[config.mk]
export PLATFORM = sky130hd
export DESIGN_NAME = clock_power_control
export DESIGN_NICKNAME = d
export VERILOG_FILES = /design/src/hdl/clock_power_pkg.sv /design/src/hdl/clock_power_control.sv /design/src/hdl/sample_clock_divider.sv
export SDC_FILE = /design/constraint.sdc
export NUM_CORES = 1
export LEC_CHECK = 0
export ABC_CLOCK_PERIOD_IN_PS = 7000
export BUFFER_PORTS_ARGS = -buffer_cell sky130_fd_sc_hd__buf_2
export CORE_AREA = 3 3 95 97
export DETAILED_ROUTE_END_ITERATION = 8
export DIE_AREA = 0 0 98 100
export HOLD_SLACK_MARGIN = 0.15
export PLACE_DENSITY = 0.82
export SLEW_MARGIN = 20
export SYNTH_ARGS = -nofsm -noshare
export SYNTH_HDL_FRONTEND = slang
export SYNTH_HIERARCHICAL = 1
export SYNTH_SLANG_ARGS = --single-unit
[constraint.sdc]
create_clock -name clk_sys -period 7 [get_ports clk_sys]
set_input_delay 0.35 -clock clk_sys [delete_from_list [all_inputs] [get_ports clk_sys]]
set_output_delay 0.35 -clock clk_sys [all_outputs]
set_load 0.01 [all_outputs]
[src/hdl/clock_power_pkg.sv]
// constants for the sample-clock divider and power-state control
// assumes one system clock at 40 MHz and an internal register port
package clock_power_pkg;
    localparam int REG_ADDR_W = 9;
    localparam int REG_DATA_W = 8;
    localparam logic [REG_ADDR_W-1:0] ADDR_POWER_MODE = 9'h100;
    localparam logic [REG_ADDR_W-1:0] ADDR_REALIGN = 9'h109;
    localparam logic [REG_DATA_W-1:0] POWER_MODE_RESET = 8'h00;
    localparam logic [REG_DATA_W-1:0] REALIGN_RESET = 8'h00;
    // power_mode_select field, bits 2:0
    localparam int PM_MSB = 2;
    localparam int PM_LSB = 0;
    localparam logic [2:0] PM_NORMAL = 3'h0;
    localparam logic [2:0] PM_POWERDOWN = 3'h1;
    localparam logic [2:0] PM_STANDBY = 3'h2;
    // divider_realign_control fields
    localparam int REALIGN_EN_BIT = 0;
    localparam int REALIGN_ONCE_BIT = 1;
    localparam int REALIGN_ARMED_BIT = 2;
    // divider
    localparam int DIV_RATIO_W = 3;
    // timing
    localparam longint CLK_SYS_HZ = 40_000_000;
    localparam longint DCS_MIN_HZ = 20_000_000;
    localparam longint DCS_RELOCK_NS = 5000;
    localparam int DCS_RELOCK_CYCLES = int'(DCS_RELOCK_NS * CLK_SYS_HZ / 1_000_000_000);
    localparam int DCS_CNT_W = 8;
    typedef enum logic [1:0] {PS_RUN, PS_STANDBY, PS_DOWN, PS_WAKE} power_state_type;
endpackage

[src/hdl/clock_power_control.sv]
// sample-clock path and power-state control of the converter
// assumes register port and loose controls come from logic on clk_sys,
// and that sync, power-down and reference-select pins are asynchronous
//
// Contract
// - divide input clock by one through eight
// - realign mode bits: every strobe or once
// - valid strobe returns divider to initial count
// - stabilizer sets falling edge at half period
// - stabilizer inactive below twenty megahertz input
// - three-bit field selects power-saving mode
// - pin or register enters power-down; pin releases
// - output drivers high impedance while powered down
// - power-down disables reference, buffer, bias, clock
// - standby keeps reference, register-only, faster wake
// - wake-up time scales with time powered down
// - reference-select low means internal reference
// - sampling on rising edge of sample clock
// - undriven alignment strobe reads inactive low
`timescale 1ns/100ps
`default_nettype none
module clock_power_control
    import clock_power_pkg::*;
#(
    parameter int PD_TIME_W = 16,
    parameter int WAKE_SHIFT = 2,
    parameter int STANDBY_SHIFT = 4
)
(
    input wire logic clk_sys,
    input wire logic reset_n,
    input wire logic reg_write,
    input wire logic reg_read,
    input wire logic [REG_ADDR_W-1:0] reg_addr,
    input wire logic [REG_DATA_W-1:0] reg_wdata,
    output logic [REG_DATA_W-1:0] reg_rdata,
    input wire logic sync_pin,
    input wire logic powerdown_pin,
    input wire logic sense_pin_high,
    input wire logic [DIV_RATIO_W-1:0] divide_ratio_m1,
    input wire logic duty_cycle_stabilizer,
    output logic sample_clock,
    output logic sample_strobe,
    output logic dcs_locked,
    output logic converter_ready,
    output logic output_drive_oe_n,
    output logic reference_enable,
    output logic internal_ref_select,
    output logic ref_buffer_enable,
    output logic bias_enable,
    output logic clock_enable,
    output logic [2:0] power_level
);
    logic [REG_DATA_W-1:0] power_mode_select;
    logic [REG_DATA_W-1:0] divider_realign_control;
    logic armed;
    logic sync_meta, sync_sync, sync_prev;
    logic pd_meta, pd_sync;
    logic sense_meta, sense_sync;
    logic realign_pulse;
    power_state_type state, next_state;
    logic [PD_TIME_W-1:0] pd_time;
    logic [PD_TIME_W-1:0] wake_cnt;
    logic [DCS_CNT_W-1:0] relock_cnt;
    logic [DIV_RATIO_W-1:0] ratio_q;
    logic down_req, stby_req;
    logic wr_realign, sync_rise, realign_ok;

    // register writes
    always_ff @(posedge clk_sys or negedge reset_n)
    begin
        if (!reset_n)
        begin
            power_mode_select <= POWER_MODE_RESET;
            divider_realign_control <= REALIGN_RESET;
        end
        else if (reg_write)
        begin
            if (reg_addr == ADDR_POWER_MODE)
                power_mode_select <= reg_wdata;
            if (reg_addr == ADDR_REALIGN)
                divider_realign_control <= reg_wdata;
        end
    end

    // register reads; unmapped addresses read zero, armed flag in bit 2
    always_ff @(posedge clk_sys or negedge reset_n)
    begin
        if (!reset_n)
            reg_rdata <= '0;
        else if (reg_read)
        begin
            if (reg_addr == ADDR_POWER_MODE)
                reg_rdata <= power_mode_select;
            else if (reg_addr == ADDR_REALIGN)
            begin
                reg_rdata <= divider_realign_control;
                reg_rdata[REALIGN_ARMED_BIT] <= armed;
            end
            else
                reg_rdata <= '0;
        end
    end

    // pin synchronisers; sync resets low as its pull-down reads
    always_ff @(posedge clk_sys or negedge reset_n)
    begin
        if (!reset_n)
        begin
            sync_meta <= 1'b0;
            sync_sync <= 1'b0;
            sync_prev <= 1'b0;
            pd_meta <= 1'b0;
            pd_sync <= 1'b0;
            sense_meta <= 1'b0;
            sense_sync <= 1'b0;
        end
        else
        begin
            sync_meta <= sync_pin;
            sync_sync <= sync_meta;
            sync_prev <= sync_sync;
            pd_meta <= powerdown_pin;
            pd_sync <= pd_meta;
            sense_meta <= sense_pin_high;
            sense_sync <= sense_meta;
        end
    end

    assign wr_realign = reg_write && (reg_addr == ADDR_REALIGN);
    assign sync_rise = sync_sync && !sync_prev;
    assign realign_ok = divider_realign_control[REALIGN_EN_BIT]
        && (!divider_realign_control[REALIGN_ONCE_BIT] || armed);

    // one-shot arming: a write re-arms and wins over a same-cycle strobe
    always_ff @(posedge clk_sys or negedge reset_n)
    begin
        if (!reset_n)
            armed <= 1'b0;
        else if (wr_realign)
            armed <= 1'b1;
        else if (sync_rise && realign_ok)
            armed <= 1'b0;
    end

    always_ff @(posedge clk_sys or negedge reset_n)
    begin
        if (!reset_n)
            realign_pulse <= 1'b0;
        else
            realign_pulse <= sync_rise && realign_ok;
    end

    // power state
    assign down_req = pd_sync || (power_mode_select[PM_MSB:PM_LSB] == PM_POWERDOWN);
    assign stby_req = power_mode_select[PM_MSB:PM_LSB] == PM_STANDBY;

    always_comb
    begin
        next_state = state;
        case (state)
            PS_RUN, PS_WAKE:
            begin
                if (down_req)
                    next_state = PS_DOWN;
                else if (stby_req)
                    next_state = PS_STANDBY;
                else if (state == PS_WAKE && wake_cnt == '0)
                    next_state = PS_RUN;
            end
            PS_DOWN, PS_STANDBY:
            begin
                if (down_req)
                    next_state = PS_DOWN;
                else if (stby_req)
                    next_state = PS_STANDBY;
                else
                    next_state = PS_WAKE;
            end
            default:
                next_state = PS_DOWN;
        endcase
    end

    always_ff @(posedge clk_sys or negedge reset_n)
    begin
        if (!reset_n)
            state <= PS_RUN;
        else
            state <= next_state;
    end

    // time spent down sets the wake delay
    always_ff @(posedge clk_sys or negedge reset_n)
    begin
        if (!reset_n)
        begin
            pd_time <= '0;
            wake_cnt <= '0;
        end
        else
        begin
            if (state == PS_RUN)
                pd_time <= '0;
            else if ((state == PS_DOWN || state == PS_STANDBY) && pd_time != '1)
                pd_time <= pd_time + 1'b1;
            if (next_state == PS_WAKE && state != PS_WAKE)
                wake_cnt <= (state == PS_STANDBY) ? (pd_time >> STANDBY_SHIFT) : (pd_time >> WAKE_SHIFT);
            else if (state == PS_WAKE && wake_cnt != '0)
                wake_cnt <= wake_cnt - 1'b1;
        end
    end

    // power outputs follow the next state; power_level follows the mode field and internal_ref_select the sense pin
    always_ff @(posedge clk_sys or negedge reset_n)
    begin
        if (!reset_n)
        begin
            converter_ready <= 1'b0;
            output_drive_oe_n <= 1'b1;
            reference_enable <= 1'b0;
            internal_ref_select <= 1'b1;
            ref_buffer_enable <= 1'b0;
            bias_enable <= 1'b0;
            clock_enable <= 1'b0;
            power_level <= PM_NORMAL;
        end
        else
        begin
            converter_ready <= next_state == PS_RUN;
            output_drive_oe_n <= next_state == PS_DOWN || next_state == PS_STANDBY;
            reference_enable <= next_state != PS_DOWN && !sense_sync;
            internal_ref_select <= !sense_sync;
            ref_buffer_enable <= next_state == PS_RUN || next_state == PS_WAKE;
            bias_enable <= next_state == PS_RUN || next_state == PS_WAKE;
            clock_enable <= next_state == PS_RUN || next_state == PS_WAKE;
            power_level <= power_mode_select[PM_MSB:PM_LSB];
        end
    end

    // stabilizer lock: reloads on ratio change or stop
    always_ff @(posedge clk_sys or negedge reset_n)
    begin
        if (!reset_n)
        begin
            ratio_q <= '0;
            relock_cnt <= DCS_CNT_W'(DCS_RELOCK_CYCLES);
            dcs_locked <= 1'b0;
        end
        else
        begin
            ratio_q <= divide_ratio_m1;
            if (!duty_cycle_stabilizer || !clock_enable || ratio_q != divide_ratio_m1
                || CLK_SYS_HZ < DCS_MIN_HZ)
                relock_cnt <= DCS_CNT_W'(DCS_RELOCK_CYCLES);
            else if (relock_cnt != '0)
                relock_cnt <= relock_cnt - 1'b1;
            dcs_locked <= duty_cycle_stabilizer && clock_enable && relock_cnt == '0;
        end
    end

    sample_clock_divider #(
        .RW(DIV_RATIO_W)
    ) u_divider (
        .clk_sys(clk_sys),
        .reset_n(reset_n),
        .run(clock_enable),
        .ratio_m1(divide_ratio_m1),
        .realign(realign_pulse),
        .dcs_on(duty_cycle_stabilizer && (CLK_SYS_HZ >= DCS_MIN_HZ)),
        .sample_pulse(sample_strobe),
        .clk_level(sample_clock)
    );
endmodule
`default_nettype wire

[src/hdl/sample_clock_divider.sv]
// integer divider of the input clock, with realignment and duty shaping
// assumes realign is a single-cycle pulse on clk_sys
`timescale 1ns/100ps
`default_nettype none
module sample_clock_divider
    import clock_power_pkg::*;
#(
    parameter int RW = DIV_RATIO_W
)
(
    input wire logic clk_sys,
    input wire logic reset_n,
    input wire logic run,
    input wire logic [RW-1:0] ratio_m1,
    input wire logic realign,
    input wire logic dcs_on,
    output logic sample_pulse,
    output logic clk_level
);
    logic [RW-1:0] count;
    logic [RW-1:0] next_count;
    logic [RW:0] high_len;

    always_comb
    begin
        if (!run || realign)
            next_count = '0;
        else if (count == ratio_m1)
            next_count = '0;
        else
            next_count = count + 1'b1;
        high_len = ({1'b0, ratio_m1} + 2'd2) >> 1;
    end

    // count 0 is the initial state; realign returns to it
    always_ff @(posedge clk_sys or negedge reset_n)
    begin
        if (!reset_n)
            count <= '0;
        else
            count <= next_count;
    end

    // rising edge of the divided clock marks the sample
    always_ff @(posedge clk_sys or negedge reset_n)
    begin
        if (!reset_n)
        begin
            sample_pulse <= 1'b0;
            clk_level <= 1'b0;
        end
        else
        begin
            sample_pulse <= run && (next_count == '0);
            // stabilizer places the falling edge at half period
            clk_level <= run && (dcs_on ? ({1'b0, next_count} < high_len) : (next_count == '0));
        end
    end

    logic [RW-1:0] gap;
    logic clean;
    logic [RW-1:0] ratio_q;
    always_ff @(posedge clk_sys or negedge reset_n)
    begin
        if (!reset_n)
        begin
            gap <= '0;
            clean <= 1'b0;
            ratio_q <= '0;
        end
        else
        begin
            ratio_q <= ratio_m1;
            gap <= sample_pulse ? '0 : gap + 1'b1;
            if (realign || !run || ratio_q != ratio_m1)
                clean <= 1'b0;
            else if (sample_pulse)
                clean <= 1'b1;
        end
    end
endmodule
`default_nettype wire

==> results.sh <==
export IMPL_status="finished clean"
export IMPL_dpl_hpwl_mm=6.35
export IMPL_rsz0062_at_grt="no"
export IMPL_skew_ns=0.0141
export IMPL_core_area_um2=8220
export IMPL_p_seq_frac=0.522
export IMPL_core_rowCount=33
export IMPL_hold_depth=2
export IMPL_nets=515
export IMPL_slowest_stage="or3b_2"
export IMPL_grt_start_max_net_pins=92
export IMPL_min_to="power_mode_select[6]"
export IMPL_routed_wl_mm=9.03
export IMPL_synth_edf_count=0
export IMPL_cts_clk_slew_worst_paths_ns=0.10
export IMPL_gp_congestion=0.880
export IMPL_dpl_cell_area_um2=4830
export IMPL_worstPathRequired_ns=7.27
export IMPL_hold_viol=0
export IMPL_fillers=651
export IMPL_netlist_instances=423
export IMPL_cts_htree_levels=3
export IMPL_critPathLaunchType="flop"
export IMPL_power_density_nw_per_um2=244
export IMPL_grt_overflow=0
export IMPL_worst_path_buf_inv=1
export IMPL_dieHeight_um=100
export IMPL_rr_worst_depth=12
export IMPL_vias_per_cell=5.78
export IMPL_hp_start="reg_wdata[6]"
export IMPL_fin_setup_tns_ns=0
export IMPL_num_antenna_cells=0
export IMPL_post_route_min_period_ns=3.59
export IMPL_p_int_uw=830
export IMPL_firstDrtPassIters=4
export IMPL_io_buffers=48
export IMPL_pin_count=49
export IMPL_vias=3367
export IMPL_max_cap_violations=0
export IMPL_sw_frac_of_total=0.334
export IMPL_netlist_area_um2=4520
export IMPL_setup_worst_path_end_class="flop"
export IMPL_cp_common_cell="ha_1"
export IMPL_synth_nets=465
export IMPL_finalInstanceArea_um2=5110
export IMPL_drtAntennaViolNets=0
export IMPL_synth_cell_type_count=59
export IMPL_grt_antenna_before_repair=0
export IMPL_worst_pin_slew_ns=0.917
export IMPL_cts_resized=0
export IMPL_seq_area_um2=2280
export IMPL_layout_drive_gt1_share=0.209
export IMPL_cts_buffers_inserted=9
export IMPL_r2r_setup_slack_ns=3.41
export IMPL_synth_warnings=6
export IMPL_timing_final_crit_share=0.512
export IMPL_clock_sinks=91
export IMPL_p_comb_frac=0.191
export IMPL_clk_latency_ns=0.37
export IMPL_synth_top_flop_cell="dfrtp_1"
export IMPL_async_reset_ff_frac=1.00
export IMPL_drv_slew=0
export IMPL_utilization=0.622
export IMPL_route_detailed_drc=0
export IMPL_wl_per_cell_um=15.5
export IMPL_multi_input_area_um2=2100
export IMPL_crit_type="reg2reg"
export IMPL_p_sw_uw=416
export IMPL_first_global_vias=3369
export IMPL_grt_usage=0.194
export IMPL_p_leak_uw=0.00236
export IMPL_clockRootBuffer="clkbuf_8"
export IMPL_grt_pass1_wl_mm=15.5
export IMPL_crit_arrival_ns=3.86
export IMPL_crit_path_cell_trace="inv_1 -> ha_1 -> or3b_2 -> nor4_4 -> nand3_4 -> a311o_1 -> ha_1 -> nand2b_1 -> nand3_1 -> o21ai_0 -> a21oi_1 -> a311oi_1"
export IMPL_setup_violations=0
export IMPL_yosysSeqAreaShare=0.505
export IMPL_worst_path_largest_cell_delay_ns=0.49
export IMPL_dieArea_um2=9800
export IMPL_relSlewSlack=0.373
export IMPL_r2r_start="wake_cnt[0]"
export IMPL_synth_seq_cells=91
export IMPL_drt_iter0_drc=141
export IMPL_worstPathMaxFanout=17
export IMPL_cts_tree="yes"
export IMPL_die_x_um=98
export IMPL_critPathTopFamily="simple AND/OR/NAND/NOR gates"
export IMPL_start_util=0.550
export IMPL_vdd_drop_max_v=0.000208
export IMPL_fmax_ghz=0.279
export IMPL_avgSynthCellArea_um2=10.7
export IMPL_clkPwrFrac=0.287
export IMPL_hp_class="in2reg"
export IMPL_area_growth_pct=13.0
export IMPL_clockBufferDepth=2
export IMPL_reg2reg_to="wake_cnt[6]"
## area by class of cell
type	instances	area share
clock buffers	9	0.0242
inverters	19	0.0140
flip-flops and latches	91	0.447
clock inverters	7	0.0162
multi-input cells	297	0.411
well taps	105	0.0257
repair buffers	55	0.0619
## power groups by stage
| stage | combinational, uW | sequential, uW | clock, uW |
|---|---|---|---|
| 2_1_floorplan | 176 | 641 | 0 |
| 3_3_place_gp | 223 | 653 | 0 |
| 3_5_place_dp | 234 | 659 | 0 |
| 4_1_cts | 239 | 649 | 367 |
| 5_1_grt | 269 | 661 | 389 |
| 6_report | 237 | 650 | 358 |
## flip-flops by register name, indices dropped and copies added, names as in the netlist, 2 cells and up
name                     flops
divider_realign_control      7
pd_time                     16
power_level                  3
power_mode_select            8
ratio_q                      3
reg_rdata                    8
relock_cnt                   8
state                        2
u_divider/count              3
wake_cnt                    16
## metal layers
layer  wire, um  global-route usage  up-vias  share of wire
met1       4000               0.255     1667           0.44
li1           -                   -     1612              -
met4        171              0.0671        0          0.019
met5          0                   0        -              0
met3        364              0.0375       15          0.040
met2       4500               0.325       73           0.50
## synth_stat cells (all sizes together), types with 3 or more instances
cell | instances | area (um2)
nor3 | 14 | 75.1
xor2 | 13 | 114
o211ai | 4 | 30.0
dfstp | 5 | 131
nand4 | 3 | 18.8
ha | 14 | 175
or4 | 5 | 41.3
nand2b | 5 | 31.3
a211oi | 9 | 67.6
buf | 3 | 18.8
mux2 | 15 | 169
and2 | 5 | 31.3
a221o | 8 | 80.1
and4 | 3 | 26.3
and3 | 6 | 37.5
nand3 | 17 | 97.6
a31oi | 5 | 31.3
clkbuf | 13 | 48.8
nor2b | 10 | 62.6
a21oi | 17 | 85.1
nand3b | 5 | 37.5
inv | 19 | 71.3
dfrtp | 86 | 2150
mux2i | 12 | 120
nand2 | 18 | 67.6
or2 | 5 | 31.3
nor4 | 6 | 88.8
xnor2 | 13 | 114
nor2 | 47 | 176
o21ai | 11 | 55.1
or3 | 5 | 32.5
## how the worst max path moves through the flow
stage                 from  slack, ns           end  cells after the start
3_3_place_gp   wake_cnt[0]       3.61   wake_cnt[6]                     12
5_1_grt        wake_cnt[0]       3.10   wake_cnt[6]                     12
2_1_floorplan  wake_cnt[7]       3.99  wake_cnt[11]                     10
6_report       wake_cnt[0]       3.41   wake_cnt[6]                     12
4_1_cts        wake_cnt[0]       3.44   wake_cnt[6]                     12
3_5_place_dp   wake_cnt[0]       3.48   wake_cnt[6]                     12
## through the flow
| stage | instances | worst slack (ns) | total power (uW) | hold slack, ns |
|---|---|---|---|---|
| CTS | 582 | 3.44 | 1260 | 0.211 |
| detailed placement | 560 | 3.48 | 892 | 0.339 |
| global route | 583 | 3.10 | 1320 | 0.217 |
| finish | 583 | 3.41 | 1250 | 0.217 |
| global placement | 560 | 3.61 | 876 | 0.340 |
| floorplan | 423 | 3.99 | 818 | 0.0544 |
## cell families after synthesis
logic type,after synthesis,synth area share
AND/OR/NAND/NOR,160,0.201
flip-flops,91,0.505
adder cells (fa/ha/maj),14,0.0387
XOR/XNOR,26,0.0503
AO/OA/AOI/OAI,70,0.111
buffers and inverters,35,0.0307
multiplexers,27,0.0639
## cells in the final DEF, fill, tap and decap left out, types with 13 or more instances in the layout
cell type and n:
dfrtp_1 86, nor2_1 47, buf_2 47, inv_1 19
nand2_1 18, a21oi_1 17, nand3_1 16, mux2_2 15
ha_1 14, xor2_1 13, nor3_1 13, xnor2_1 13
## what timing repair did
item,CTS,global route
endpoints found under the hold margin,6,86
setup buffers,0,0
hold buffers,6,1
Power figures use the tool's default switching activity.
